## src/hdl/ssc_pkg.sv

```systemverilog
// Shared constants and types for the signaling channel link and its two ends.
package ssc_pkg;

  // ----------------------------------------------------------------------
  // Frame layout
  // ----------------------------------------------------------------------
  localparam int NCH = 4;
  localparam int NPAIR = 2;
  localparam int PIN_W = 5;
  localparam logic [5:0] LAST_BIT = 6'h3F;
  localparam int VOICE_MSB = 63;
  localparam int CI0_LSB = 26;
  localparam int CI1_LSB = 20;
  localparam int CMD_LSB = 12;
  localparam int DATA_LSB = 4;

  // ----------------------------------------------------------------------
  // Pin vector positions per channel, and the pins that raise interrupts
  // ----------------------------------------------------------------------
  localparam int PIN_SI0 = 0;
  localparam int PIN_SI1 = 1;
  localparam int PIN_SI2 = 2;
  localparam int PIN_SB0 = 3;
  localparam int PIN_SB1 = 4;
  localparam logic [4:0] IRQ_PIN_MASK = 5'h19;

  // ----------------------------------------------------------------------
  // Commands: top two bits give the kind
  // ----------------------------------------------------------------------
  localparam logic [1:0] CMD_NOP = 2'h0;
  localparam logic [1:0] CMD_OPERATION = 2'h1;
  localparam logic [1:0] CMD_EXTENDED = 2'h2;
  localparam logic [1:0] CMD_COEFFICIENT = 2'h3;
  localparam logic [1:0] XSEL_PIN_STATUS = 2'h1;
  localparam logic [1:0] XSEL_TIMING = 2'h2;
  localparam logic [1:0] XSEL_DIRECTION = 2'h3;
  localparam logic [7:0] DIRECTION_MASK = 8'hCC;

  // ----------------------------------------------------------------------
  // Reset values and idle codes
  // ----------------------------------------------------------------------
  localparam logic [7:0] REG_RESET = 8'h00;
  localparam logic [7:0] IDLE_VOICE = 8'hFF;
  localparam logic RESET_PIN_RESET = 1'b1;

  // ----------------------------------------------------------------------
  // Timing
  // ----------------------------------------------------------------------
  localparam int FRAME_RATE_HZ = 8000;
  localparam int FRAMES_PER_MS = FRAME_RATE_HZ / 1000;
  localparam int CLK_PERIOD_NS = 4;
  localparam int DCL_PERIOD_NS = 64;
  localparam logic [3:0] DCL_HALF_CYCLES = 4'(DCL_PERIOD_NS / (2 * CLK_PERIOD_NS));

  // ----------------------------------------------------------------------
  // Controller register addresses
  // ----------------------------------------------------------------------
  localparam logic [3:0] ADDR_CI_TX0 = 4'h0;
  localparam logic [3:0] ADDR_CI_TX1 = 4'h1;
  localparam logic [3:0] ADDR_COMMAND = 4'h2;
  localparam logic [3:0] ADDR_STATUS = 4'h3;
  localparam logic [3:0] ADDR_RESPONSE = 4'h4;
  localparam logic [3:0] ADDR_RESET_CTL = 4'h5;

  typedef enum logic [1:0] {
    MODE_BASIC = 2'b01,
    MODE_RUN = 2'b10
  } ssc_mode_type;

endpackage : ssc_pkg

```

## src/hdl/ssc_link_if.sv

```systemverilog
// Serial signaling link between the line-card controller and the codec.
`timescale 1ns/10ps
interface ssc_link_if;
  logic dcl;
  logic fsc;
  logic dd;
  logic reset_pin;
  logic du_out;
  logic du_oe;
  logic du;

  // The upstream line idles high through a pull-up while the codec is off it.
  assign du = du_oe ? du_out : 1'b1;

  modport dev (input dcl, input fsc, input dd, input reset_pin, output du_out, output du_oe);
  modport ctl (output dcl, output fsc, output dd, output reset_pin, input du);
endinterface : ssc_link_if

```

## src/hdl/ssc_device.sv

```systemverilog
// Codec end: signaling channel, pin status, persistence checking and modes.
//
// The plain strobed port and the placing of the registers were chosen for this implementation.
`timescale 1ns/10ps
module ssc_device (
  input wire logic clk,
  input wire logic rstn,
  input wire logic ce,
  ssc_link_if.dev lnk,
  input wire logic [11:0] ind_pin,
  input wire logic [7:0] prog_in,
  output logic [7:0] prog_out,
  output logic [7:0] prog_oe,
  output logic [11:0] cmd_pin,
  input wire logic [31:0] voice_tx,
  output logic [31:0] voice_rx,
  output logic [3:0] chan_active,
  output logic basic_mode
);
  import ssc_pkg::*;

  // ----------------------------------------------------------------------
  // State
  // ----------------------------------------------------------------------
  typedef struct packed {
    logic [1:0] dcl_s;
    logic [1:0] fsc_s;
    logic [1:0] dd_s;
    logic [1:0] rst_s;
    logic dcl_d;
    logic [19:0] pin_m;
    logic [19:0] pin_s;
    ssc_mode_type mode;
    logic [3:0] powered;
    logic [5:0] bit_idx;
    logic [63:0] rx_sh;
    logic [63:0] tx_sh;
    logic [3:0][7:0] cfg;
    logic [1:0][7:0] timing;
    logic [1:0][7:0] dir;
    logic [3:0][4:0] cand;
    logic [3:0][4:0] acc;
    logic [3:0][6:0] stab;
    logic [3:0] irq;
    logic [7:0] rsp;
    logic [3:0][2:0] cmd_pin;
    logic [3:0][1:0] prog_out;
    logic [3:0][1:0] prog_en;
    logic [31:0] voice_rx;
    logic du_out;
    logic du_oe;
  } ssc_dev_state_type;

  // The link clock idles high, so its synchroniser starts high as well.
  // Otherwise a false rising edge would follow every reset.
  localparam ssc_dev_state_type RESET_STATE = '{mode: MODE_BASIC, dcl_s: 2'b11, dcl_d: 1'b1,
                                               default: '0};

  ssc_dev_state_type s;
  ssc_dev_state_type next_s;

  // Basic setting: registers to zero, pins to inputs, outputs to ground except basic_mode, which goes high, and voice_rx, which keeps its value.
  function automatic ssc_dev_state_type to_basic(input ssc_dev_state_type st);
    ssc_dev_state_type r;
    r = st;
    r.mode = MODE_BASIC;
    r.powered = '0;
    r.cfg = '0;
    r.timing = '0;
    r.dir = '0;
    r.cand = '0;
    r.acc = '0;
    r.stab = '0;
    r.irq = '0;
    r.rsp = REG_RESET;
    r.cmd_pin = '0;
    r.prog_out = '0;
    r.prog_en = '0;
    r.du_out = 1'b0;
    r.du_oe = 1'b0;
    return r;
  endfunction : to_basic

  // Direction bits of a channel: first channel of a pair uses bits 3:2.
  function automatic logic [1:0] dir_of(input ssc_dev_state_type st, input int c);
    return (c % 2 == 0) ? st.dir[c / 2][3:2] : st.dir[c / 2][7:6];
  endfunction : dir_of

  function automatic logic [7:0] status_of(input ssc_dev_state_type st, input int p);
    logic [4:0] a;
    logic [4:0] b;
    a = st.acc[2 * p];
    b = st.acc[2 * p + 1];
    return {b[PIN_SB1], b[PIN_SB0], b[PIN_SI0], b[PIN_SI0],
            a[PIN_SB1], a[PIN_SB0], a[PIN_SI0], a[PIN_SI0]};
  endfunction : status_of

  // ----------------------------------------------------------------------
  // Next state
  // ----------------------------------------------------------------------
  always_comb begin
    logic rise;
    logic fall;
    logic [5:0] cur_idx;
    logic [63:0] f;
    logic [7:0] cmd;
    logic [7:0] dat;
    logic [5:0] ci;
    logic [4:0] smp;
    logic [1:0] dv;
    logic [6:0] lim;
    logic [6:0] nstab;
    logic [4:0] nacc;
    int tgt;
    int p;
    rise = 1'b0;
    fall = 1'b0;
    cur_idx = '0;
    f = '0;
    cmd = '0;
    dat = '0;
    ci = '0;
    smp = '0;
    dv = '0;
    lim = '0;
    nstab = '0;
    nacc = '0;
    tgt = 0;
    p = 0;
    next_s = s;
    next_s.dcl_s = {s.dcl_s[0], lnk.dcl};
    next_s.fsc_s = {s.fsc_s[0], lnk.fsc};
    next_s.dd_s = {s.dd_s[0], lnk.dd};
    next_s.rst_s = {s.rst_s[0], lnk.reset_pin};
    next_s.dcl_d = s.dcl_s[1];
    for (int c = 0; c < NCH; c++) begin
      next_s.pin_m[c * PIN_W +: PIN_W] = {prog_in[2 * c +: 2], ind_pin[3 * c +: 3]};
    end
    next_s.pin_s = s.pin_m;
    rise = s.dcl_s[1] & ~s.dcl_d;
    fall = ~s.dcl_s[1] & s.dcl_d;
    cur_idx = s.fsc_s[1] ? 6'h00 : s.bit_idx;
    if (rise) begin
      next_s.bit_idx = cur_idx + 6'h01;
      next_s.rx_sh = {s.rx_sh[62:0], s.dd_s[1]};
    end
    if (fall && s.mode == MODE_RUN) begin
      next_s.du_out = s.tx_sh[63];
      next_s.tx_sh = {s.tx_sh[62:0], 1'b0};
    end
    if (s.mode == MODE_BASIC && rise && s.fsc_s[1] && !s.rst_s[1]) begin
      next_s.mode = MODE_RUN;
      next_s.du_oe = 1'b1;
    end
    // Downstream data is only decoded outside basic setting.
    if (s.mode == MODE_RUN && rise && cur_idx == LAST_BIT) begin
      f = {s.rx_sh[62:0], s.dd_s[1]};
      cmd = f[CMD_LSB +: 8];
      dat = f[DATA_LSB +: 8];
      next_s.rsp = REG_RESET;
      // A read of pin status clears that pair, before new events are added.
      if (cmd[7:6] == CMD_EXTENDED && cmd[5] && cmd[1:0] == XSEL_PIN_STATUS) begin
        p = int'(cmd[4]);
        next_s.rsp = status_of(s, p);
        next_s.irq[2 * p] = 1'b0;
        next_s.irq[2 * p + 1] = 1'b0;
      end
      for (int c = 0; c < NCH; c++) begin
        dv = dir_of(s, c);
        smp = ~s.pin_s[c * PIN_W +: PIN_W];
        smp[PIN_SB0] = smp[PIN_SB0] & ~dv[0];
        smp[PIN_SB1] = smp[PIN_SB1] & ~dv[1];
        lim = 7'(int'(s.timing[c / 2][7:4]) * FRAMES_PER_MS);
        nacc = s.acc[c];
        if (lim == 7'h00) begin
          nacc = smp;
          next_s.cand[c] = smp;
          next_s.stab[c] = 7'h00;
        end else if (smp != s.cand[c]) begin
          next_s.cand[c] = smp;
          next_s.stab[c] = 7'h00;
        end else begin
          nstab = (s.stab[c] < lim) ? s.stab[c] + 7'h01 : s.stab[c];
          next_s.stab[c] = nstab;
          if (nstab == lim) begin
            nacc = s.cand[c];
          end
        end
        next_s.acc[c] = nacc;
        // Each channel detects on its own, whatever the neighbour holds.
        if (|((nacc ^ s.acc[c]) & IRQ_PIN_MASK)) begin
          next_s.irq[c] = 1'b1;
        end
        if (s.powered[c]) begin
          next_s.voice_rx[8 * c +: 8] = f[VOICE_MSB - 8 * c -: 8];
        end
      end
      for (int q = 0; q < NPAIR; q++) begin
        ci = (q == 0) ? f[CI0_LSB +: 6] : f[CI1_LSB +: 6];
        tgt = ci[5] ? 2 * q : 2 * q + 1;
        next_s.cmd_pin[tgt] = ~ci[2:0];
        dv = dir_of(s, tgt);
        for (int k = 0; k < 2; k++) begin
          if (dv[k]) begin
            next_s.prog_out[tgt][k] = ~ci[3 + k];
          end
        end
      end
      unique case (cmd[7:6])
        CMD_NOP: begin
        end
        CMD_OPERATION: begin
          next_s.powered[cmd[1:0]] = cmd[2];
        end
        CMD_EXTENDED: begin
          p = int'(cmd[4]);
          if (cmd[5]) begin
            if (cmd[1:0] == XSEL_TIMING) begin
              next_s.rsp = s.timing[p];
            end else if (cmd[1:0] == XSEL_DIRECTION) begin
              next_s.rsp = s.dir[p];
            end
          end else if (cmd[1:0] == XSEL_TIMING) begin
            next_s.timing[p] = dat;
          end else if (cmd[1:0] == XSEL_DIRECTION) begin
            next_s.dir[p] = dat & DIRECTION_MASK;
          end
        end
        CMD_COEFFICIENT: begin
          if (!cmd[5] && cmd[4]) begin
            next_s.rsp = s.cfg[cmd[1:0]];
          end else if (!cmd[5]) begin
            next_s.cfg[cmd[1:0]] = dat;
          end
        end
      endcase
      // Upstream frame for the next period.
      for (int c = 0; c < NCH; c++) begin
        next_s.tx_sh[VOICE_MSB - 8 * c -: 8] = s.powered[c] ? voice_tx[8 * c +: 8] : IDLE_VOICE;
      end
      for (int q = 0; q < NPAIR; q++) begin
        ci = {next_s.irq[2 * q], next_s.acc[2 * q][PIN_SI2], next_s.acc[2 * q][PIN_SI1],
              next_s.irq[2 * q + 1], next_s.acc[2 * q + 1][PIN_SI2],
              next_s.acc[2 * q + 1][PIN_SI1]};
        if (q == 0) begin
          next_s.tx_sh[CI0_LSB +: 6] = ci;
        end else begin
          next_s.tx_sh[CI1_LSB +: 6] = ci;
        end
      end
      next_s.tx_sh[CMD_LSB +: 8] = next_s.rsp;
      next_s.tx_sh[11:0] = '0;
      if (cmd[7:6] == CMD_COEFFICIENT && cmd[5]) begin
        next_s = to_basic(next_s);
      end
    end
    for (int c = 0; c < NCH; c++) begin
      if (next_s.mode == MODE_RUN) begin
        next_s.prog_en[c] = dir_of(next_s, c);
      end
    end
    if (s.rst_s[1] || s.mode == MODE_BASIC && next_s.mode == MODE_BASIC) begin
      next_s = to_basic(next_s);
    end
  end

  // ----------------------------------------------------------------------
  // Register
  // ----------------------------------------------------------------------
  always_ff @(posedge clk or negedge rstn) begin
    if (!rstn) begin
      s <= RESET_STATE;
    end else if (ce) begin
      s <= next_s;
    end
  end

  assign lnk.du_out = s.du_out;
  assign lnk.du_oe = s.du_oe;
  assign prog_out = s.prog_out;
  assign prog_oe = s.prog_en;
  assign cmd_pin = s.cmd_pin;
  assign voice_rx = s.voice_rx;
  assign chan_active = s.powered;
  assign basic_mode = s.mode[0];

endmodule : ssc_device

```

## src/flat_wrapper.sv

```systemverilog
// flat-port wrapper written by rule: the top's interface ports become plain ports
module ssc_device_flat import ssc_pkg::*;
  (clk, rstn, ce, ind_pin, prog_in, prog_out, prog_oe, cmd_pin, voice_tx, voice_rx, chan_active, basic_mode, lnk_dcl, lnk_fsc, lnk_dd, lnk_reset_pin, lnk_du_out, lnk_du_oe);
  ssc_link_if lnk_i ();
  input wire logic clk;
  input wire logic rstn;
  input wire logic ce;
  input wire logic [11:0] ind_pin;
  input wire logic [7:0] prog_in;
  output logic [7:0] prog_out;
  output logic [7:0] prog_oe;
  output logic [11:0] cmd_pin;
  input wire logic [31:0] voice_tx;
  output logic [31:0] voice_rx;
  output logic [3:0] chan_active;
  output logic basic_mode;
  input wire logic [$bits(lnk_i.dcl)-1:0] lnk_dcl;
  input wire logic [$bits(lnk_i.fsc)-1:0] lnk_fsc;
  input wire logic [$bits(lnk_i.dd)-1:0] lnk_dd;
  input wire logic [$bits(lnk_i.reset_pin)-1:0] lnk_reset_pin;
  output wire logic [$bits(lnk_i.du_out)-1:0] lnk_du_out;
  output wire logic [$bits(lnk_i.du_oe)-1:0] lnk_du_oe;
  assign lnk_i.dcl = lnk_dcl;
  assign lnk_i.fsc = lnk_fsc;
  assign lnk_i.dd = lnk_dd;
  assign lnk_i.reset_pin = lnk_reset_pin;
  assign lnk_du_out = lnk_i.du_out;
  assign lnk_du_oe = lnk_i.du_oe;
  ssc_device u_core (.clk(clk), .rstn(rstn), .ce(ce), .lnk(lnk_i), .ind_pin(ind_pin), .prog_in(prog_in), .prog_out(prog_out), .prog_oe(prog_oe), .cmd_pin(cmd_pin), .voice_tx(voice_tx), .voice_rx(voice_rx), .chan_active(chan_active), .basic_mode(basic_mode));
endmodule
```

## config.mk

```make
export PLATFORM = sky130hd
export DESIGN_NAME = ssc_device_flat
export DESIGN_NICKNAME = d
export VERILOG_FILES = /design/src/hdl/ssc_pkg.sv /design/src/hdl/ssc_link_if.sv /design/src/hdl/ssc_device.sv /design/src/flat_wrapper.sv
export SDC_FILE = /design/constraint.sdc
export NUM_CORES = 1
export LEC_CHECK = 0
export BUFFER_PORTS_ARGS = -buffer_cell sky130_fd_sc_hd__clkbuf_2
export CAP_MARGIN = 20
export CORE_MARGIN = 2
export CORE_UTILIZATION = 55
export CTS_CLUSTER_DIAMETER = 150
export CTS_CLUSTER_SIZE = 25
export DETAILED_ROUTE_END_ITERATION = 10
export HOLD_SLACK_MARGIN = 0.1
export PLACE_DENSITY = 0.85
export SLEW_MARGIN = 30
export SYNTH_ARGS = -nofsm -noshare
export SYNTH_HDL_FRONTEND = slang
export SYNTH_SLANG_ARGS = --single-unit
export TNS_END_PERCENT = 1
```

## constraint.sdc

```tcl
create_clock -name clk -period 2.7 [get_ports clk]
set_input_delay 0 -clock clk [delete_from_list [all_inputs] [get_ports clk]]
set_output_delay 0 -clock clk [all_outputs]
set_load 0.01 [all_outputs]
```

# Word-level counts from Yosys, hierarchy flattened
# Index checks and enable logic that the tools add are counted.
# totals
register_bits	387
latchBits	0
ramBits	0
mem_bits_ro	0
output_inout_bits	67
word_cells	324
mem_count	0
# op_classes
add_sub_neg	8
n_mul	0
n_div	0
n_lt_le_gt_ge	18
n_eq_ne	22
n_shift	0
n_mux	136
bitwise_logic	40
reduce_logical	50
# op_table
cell	count
2-to-1 mux 346 bit	3
2-to-1 mux 8 bit	32
2-to-1 mux 32 bit	5
2-to-1 mux 5 bit	28
greater-or-equal comparator 32 x 1 -> 1 bit (second input constant)	3
< comparator 32 x 4 -> 1 bit (second input constant)	3
2-to-1 mux 7 bit	12
2-to-1 mux 70 bit	1
adder 32 x 1 -> 32 bit (first input constant)	2
zero test 32 bit	2
< comparator 32 x 3 -> 1 bit (second input constant)	2
2-to-1 mux 64 bit	1
2-to-1 mux 16 bit	3
bitwise mux 16 bit	2
bitwise mux 32 bit	1
bitwise mux 8 bit	4
adder 7 x 1 -> 7 bit (second input constant)	4
== test 7 bit	4
< comparator 7 bit	4
bitwise mux 12 bit	2
nonzero test 3 bit	7
!= test 5 bit	4
NOT 5 bit	4
bitwise XOR 5 bit	4
44 further kinds	137

# Depth between registers and ports, before layout
# depth
depth_word	24
mapped_depth	13

# Least setup slack after synthesis
# Ideal clock, no wire load.
# synth_path
kind	reg-to-reg
start	register u_core.s[171] (netlist bit)
end	register u_core.s[113] (netlist bit)
t_arrival_ns	2.784
required_time_ns	2.604
path_slack_ns	-0.179
stages_incl_launch_ff	12
path_buffers	2
period_less_slack_ns	2.879
path_cell_list	dfrtp_1 clkbuf_1 inv_1 ha_1 a2111oi_4 o21ai_1 a221o_1 nor4b_4 and2_1 buf_6 a211oi_2 o31ai_1
# synth_via
elab_chain_len	10
# synth_lines
item	line_no	text
start, declared	ssc_device.sv:59	ssc_dev_state_type s;
start signal, assigned	ssc_device.sv:274	s <= next_s;
< comparator 7 bit	ssc_device.sv:183	nstab = (s.stab[c] < lim) ? s.stab[c] + 7'h01 : s.stab[c];
2-to-1 mux 7 bit	ssc_device.sv:183	
== test 7 bit	ssc_device.sv:185	if (nstab == lim) begin
2-to-1 mux 5 bit	ssc_device.sv:185	
2-to-1 mux 5 bit	ssc_device.sv:179	end else if (smp != s.cand[c]) begin
2-to-1 mux 5 bit (*)	ssc_device.sv:175	if (lim == 7'h00) begin
2-to-1 mux 5 bit (*)	ssc_device.sv:156	if (s.mode == MODE_RUN && rise && cur_idx == LAST_BIT) begin
2-to-1 mux 346 bit (*)	ssc_device.sv:253	if (cmd[7:6] == CMD_COEFFICIENT && cmd[5]) begin
2-to-1 mux 346 bit (*)	ssc_device.sv:156	
2-to-1 mux 346 bit (*)	ssc_device.sv:262	if (s.rst_s[1] || s.mode == MODE_BASIC && next_s.mode == MODE_BASIC) begin
# Mark *: on every way between the ends. The rest lies on a longest branch, timed or not. The select of a mux whose other input is x is not followed.
# A chain may end at the register's enable or synchronous reset.

# Worst setup path in the final report
# layout_path
start	register u_core.s[92] (netlist bit)
end	register u_core.s[114] (netlist bit)
# layout_via
elab_chain_len	10
# layout_lines
item	line_no
adder 7 x 1 -> 7 bit or < comparator 7 bit (tied branches)	ssc_device.sv:183
2-to-1 mux 7 bit (*)	ssc_device.sv:183
== test 7 bit (*)	ssc_device.sv:185
2-to-1 mux 5 bit (*)	ssc_device.sv:185
2-to-1 mux 5 bit (*)	ssc_device.sv:179
2-to-1 mux 5 bit (*)	ssc_device.sv:175
2-to-1 mux 5 bit (*)	ssc_device.sv:156
2-to-1 mux 346 bit (*)	ssc_device.sv:253
2-to-1 mux 346 bit (*)	ssc_device.sv:156
2-to-1 mux 346 bit (*)	ssc_device.sv:262
# Marked as above.

==> qor.txt <==
Final Instance Area - 21600 um2
critical path class - reg -> reg
Syn Area/Cell - 10.3 um2
Seq/Total Area, Yosys - 49.4%
fmax - 356 MHz
GPL Wtd Cong - 0.964
Worst-path clk slew - 0.11 ns
Ports - 126
fin cells - 2443
maxcap violations - 0
largest net degree at the start of global routing - 102
placed cells - 2349
Area Growth Syn to Fin - 16.3%
DP Wirelength - 34800 um
crit-path max FO - 5
Peak supply drop - 0.447 mV
Sinks on Clock Net - 366
max-slew violations - 0
vias in the first global route - 15100
global route overflow - 0
Mapped Nets - 1873
WHS - 0.0493 ns
Final Skew - 0.0251 ns
failing checks - setup timing
DIE AREA - 35200 um2
RSZ-0062 raised after global routing - yes
final setup fails - 19
leak pwr - 0.00968 uW
Total Wirelength - 51300 um
core footprint - 33400 um2
Hold Crit Class - in -> async
count of flip-flops with a built-in enable after synthesis - 0
antenna violations before repair - 3
data arrival time of the critical path - 3.25 ns
CTS Buffer Depth - 3
status - complete, but fails checks
post-synth top area share - 48.9%
Worst-Margin Slew - 0.903 ns
Slew headroom - 39.8%
Final ANT Viol Nets - 0
Setup WS pre-CTS - -0.184 ns
crit-path most repeated cell - buf_4
root buf cell - clkbuf_16
die width - 188 um
TritonCTS clock tree - yes
Synth area leaders - dfrtp_1, mux2_2, o21ai_0, nand2_1, o31ai_1
Async SR Flop Fraction - 100%
CP top delay family - compound AO/OA/AOI/OAI gates
mapped cell area - 18500 um2
Via Count - 15400
Vias/cell - 6.28
Final min period - 2.81 ns
Yosys cell types - 73
Clock Latency Late Sink - 0.54 ns
global-route usage over all layers - 28.2%
cts bufs inserted - 18
leading area contributor after synthesis - dfrtp_1
initial core utilization - 55.6%
Remaining DRCs - 0
Nets - 2064
WP data required - 3.14 ns
Critical Path Stages - 10
First-pass DRT Iterations - 6
critical-path cell list - ha_4 -> a2111oi_4 -> buf_4 -> or4_4 -> a221o_1 -> nor4b_4 -> buf_4 -> a21boi_1 -> a211oi_2 -> o31ai_1
Port Buf Inserts - 125
Syn Inst Count - 1797
FF-to-FF path depth - 10
power per cell area - 473 nW/um2
Final WS setup - -0.111 ns
routed len/inst - 21.0 um
FF+latch count, synth - 366
Final Util - 64.7%
Worst setup SP type - flop
Placed Area - 20100 um2
most used flip-flop cell after synthesis - dfrtp_1
WP buf/inv - 2
Die H - 188 um
Crit. End Element - flop
fin crit share - 104%
initial drt markers - 1669
Final Hold Viols - 0
Rows - 67
synth warn - 0
slowest cell on the critical path - or4_4
layout cells sized above 1 - 28.2%
CP max stage delay - 0.46 ns
first-pass GRT wire length - 80100 um
H-tree lvl count - 1
==> cell usage after synthesis, types with 14 or more instances <==
cell	n
dfrtp_1	362
nand2_1	230
o21ai_0	193
mux2_2	164
clkbuf_1	83
o31ai_1	77
nor2_1	76
buf_4	67
a21oi_1	57
nand3_1	42
nand3b_1	39
xnor2_1	39
nor3_1	25
inv_1	23
a31oi_1	21
and3_1	20
xor2_1	20
ha_1	17
nor2b_1	15
nand2b_1	14
==> worst paths after layout <==
check / from / endpoint / slack [ns]
worst max register to register: u_core.s[92]$_DFFE_PN0P_ / u_core.s[114]$_DFFE_PN0P_ / -0.11
worst min-delay path: rstn / u_core.s[377]$_DFFE_PN0P_ / 0.05
max in group asynchronous: rstn / u_core.s[346]$_DFFE_PN0P_ / 1.59
min in group clk: ce / u_core.s[228]$_DFFE_PN0P_ / 0.13
worst min register to register: u_core.s[183]$_DFFE_PN0P_ / u_core.s[183]$_DFFE_PN0P_ / 0.49
worst max-delay path: u_core.s[92]$_DFFE_PN0P_ / u_core.s[114]$_DFFE_PN0P_ / -0.11
==> registers in the layout (all words and copies together), names as in the netlist, 4 cells and up <==
signal and flops:
u_core.s 299, u_core.voice_rx 32, u_core.cmd_pin 12, u_core.prog_oe 8
u_core.prog_out 8, u_core.chan_active 4
==> per-layer routing <==
layer  GRT usage [%]  part of all wire, %  up-vias
met1            37.1                   39     7547
met5               0                0.025        -
met3            5.86                  9.6      174
li1                -                    -     6786
met2            46.0                   47      844
met4            11.4                  4.4        2
==> power breakdown <==
group	total (uW)	leakage (uW)	switching (uW)	internal (uW)
logic	1240	0.00446	690	549
clock network	3080	0.000246	1780	1310
registers	5890	0.00497	208	5690
==> cell families after synthesis <==
family,after synthesis,share of synthesized area (%)
muxes,186,11.9
adders and majority gates,17,1.15
and+or+nand+nor,517,13.5
xor gates and xnor gates,59,2.79
DFF,366,49.4
AOI/OAI and AO/OA,465,16.0
buffers and inverters,187,5.22
==> per-stage QoR <==
| stage | power (uW) | TNS (ns) |
|---|---|---|
| after floorplan | 6600 | -0.819 |
| after global placement | 7060 | -0.306 |
| after detailed placement | 7120 | -2.07 |
| after CTS | 10200 | -0.259 |
| after global routing | 10600 | -3.95 |
| final | 10200 | -1.04 |
==> cells in the final DEF, fill, tap and decap left out, types with 6 or more instances in the layout <==
cell type / netlist / routed
a32o_1: 8 / 8
ha_1: 17 / 11
o21ai_0: 193 / 180
nand2b_1: 14 / 14
clkbuf_2: 0 / 123
mux2_2: 164 / 164
a22o_1: 10 / 10
and2_1: 10 / 8
and3_1: 20 / 20
xor2_1: 20 / 20
o21a_1: 6 / 6
or3_1: 7 / 6
a21oi_1: 57 / 48
o21ai_1: 9 / 18
a211oi_2: 2 / 9
buf_4: 67 / 145
o211ai_1: 9 / 9
dlygate4sd3_1: 0 / 57
nor3_1: 25 / 23
nor2_1: 76 / 72
o31ai_1: 77 / 73
nand2_1: 230 / 224
inv_1: 23 / 20
xnor2_1: 39 / 39
o2bb2ai_1: 6 / 6
o41ai_1: 7 / 7
mux2i_1: 11 / 11
dfrtp_1: 362 / 362
a22oi_1: 11 / 11
nand3b_1: 39 / 39
buf_12: 0 / 6
nand3_1: 42 / 40
clkbuf_16: 0 / 19
a21oi_2: 0 / 6
nand4_1: 9 / 9
a31oi_1: 21 / 19
nor2b_1: 15 / 14
nand2_2: 0 / 6
mux4_2: 11 / 11
==> worst register-to-register path: cells and delay by family, from the launching register on <==
kind                       cells  cell delay (ns)
and+or+nand+nor                2             0.76
adders and majority gates      1             0.29
AOI/OAI and AO/OA              5             0.88
buffers and inverters          2             0.36
DFF                            1             0.42
==> cell type report <==
type / instances / area [um2]
fill: 2473 / 11800
sequential: 366 / 9160
multi-input combinational: 1244 / 8810
timing repair buffer: 335 / 2440
tap: 448 / 561
clock buffer: 24 / 494
inverter: 23 / 86.3
clock inverter: 1 / 11.3
antenna: 2 / 5.00
==> timing repair <==
action                                  CTS  global route
setup buffers                             0             9
pin swaps                                 5            38
resized for setup                        23            73
endpoints found under the setup margin   40           173
hold buffers                             57             0
hold endpoints to repair                175             0
cloned                                    0             1
Power figures use the tool's default switching activity.
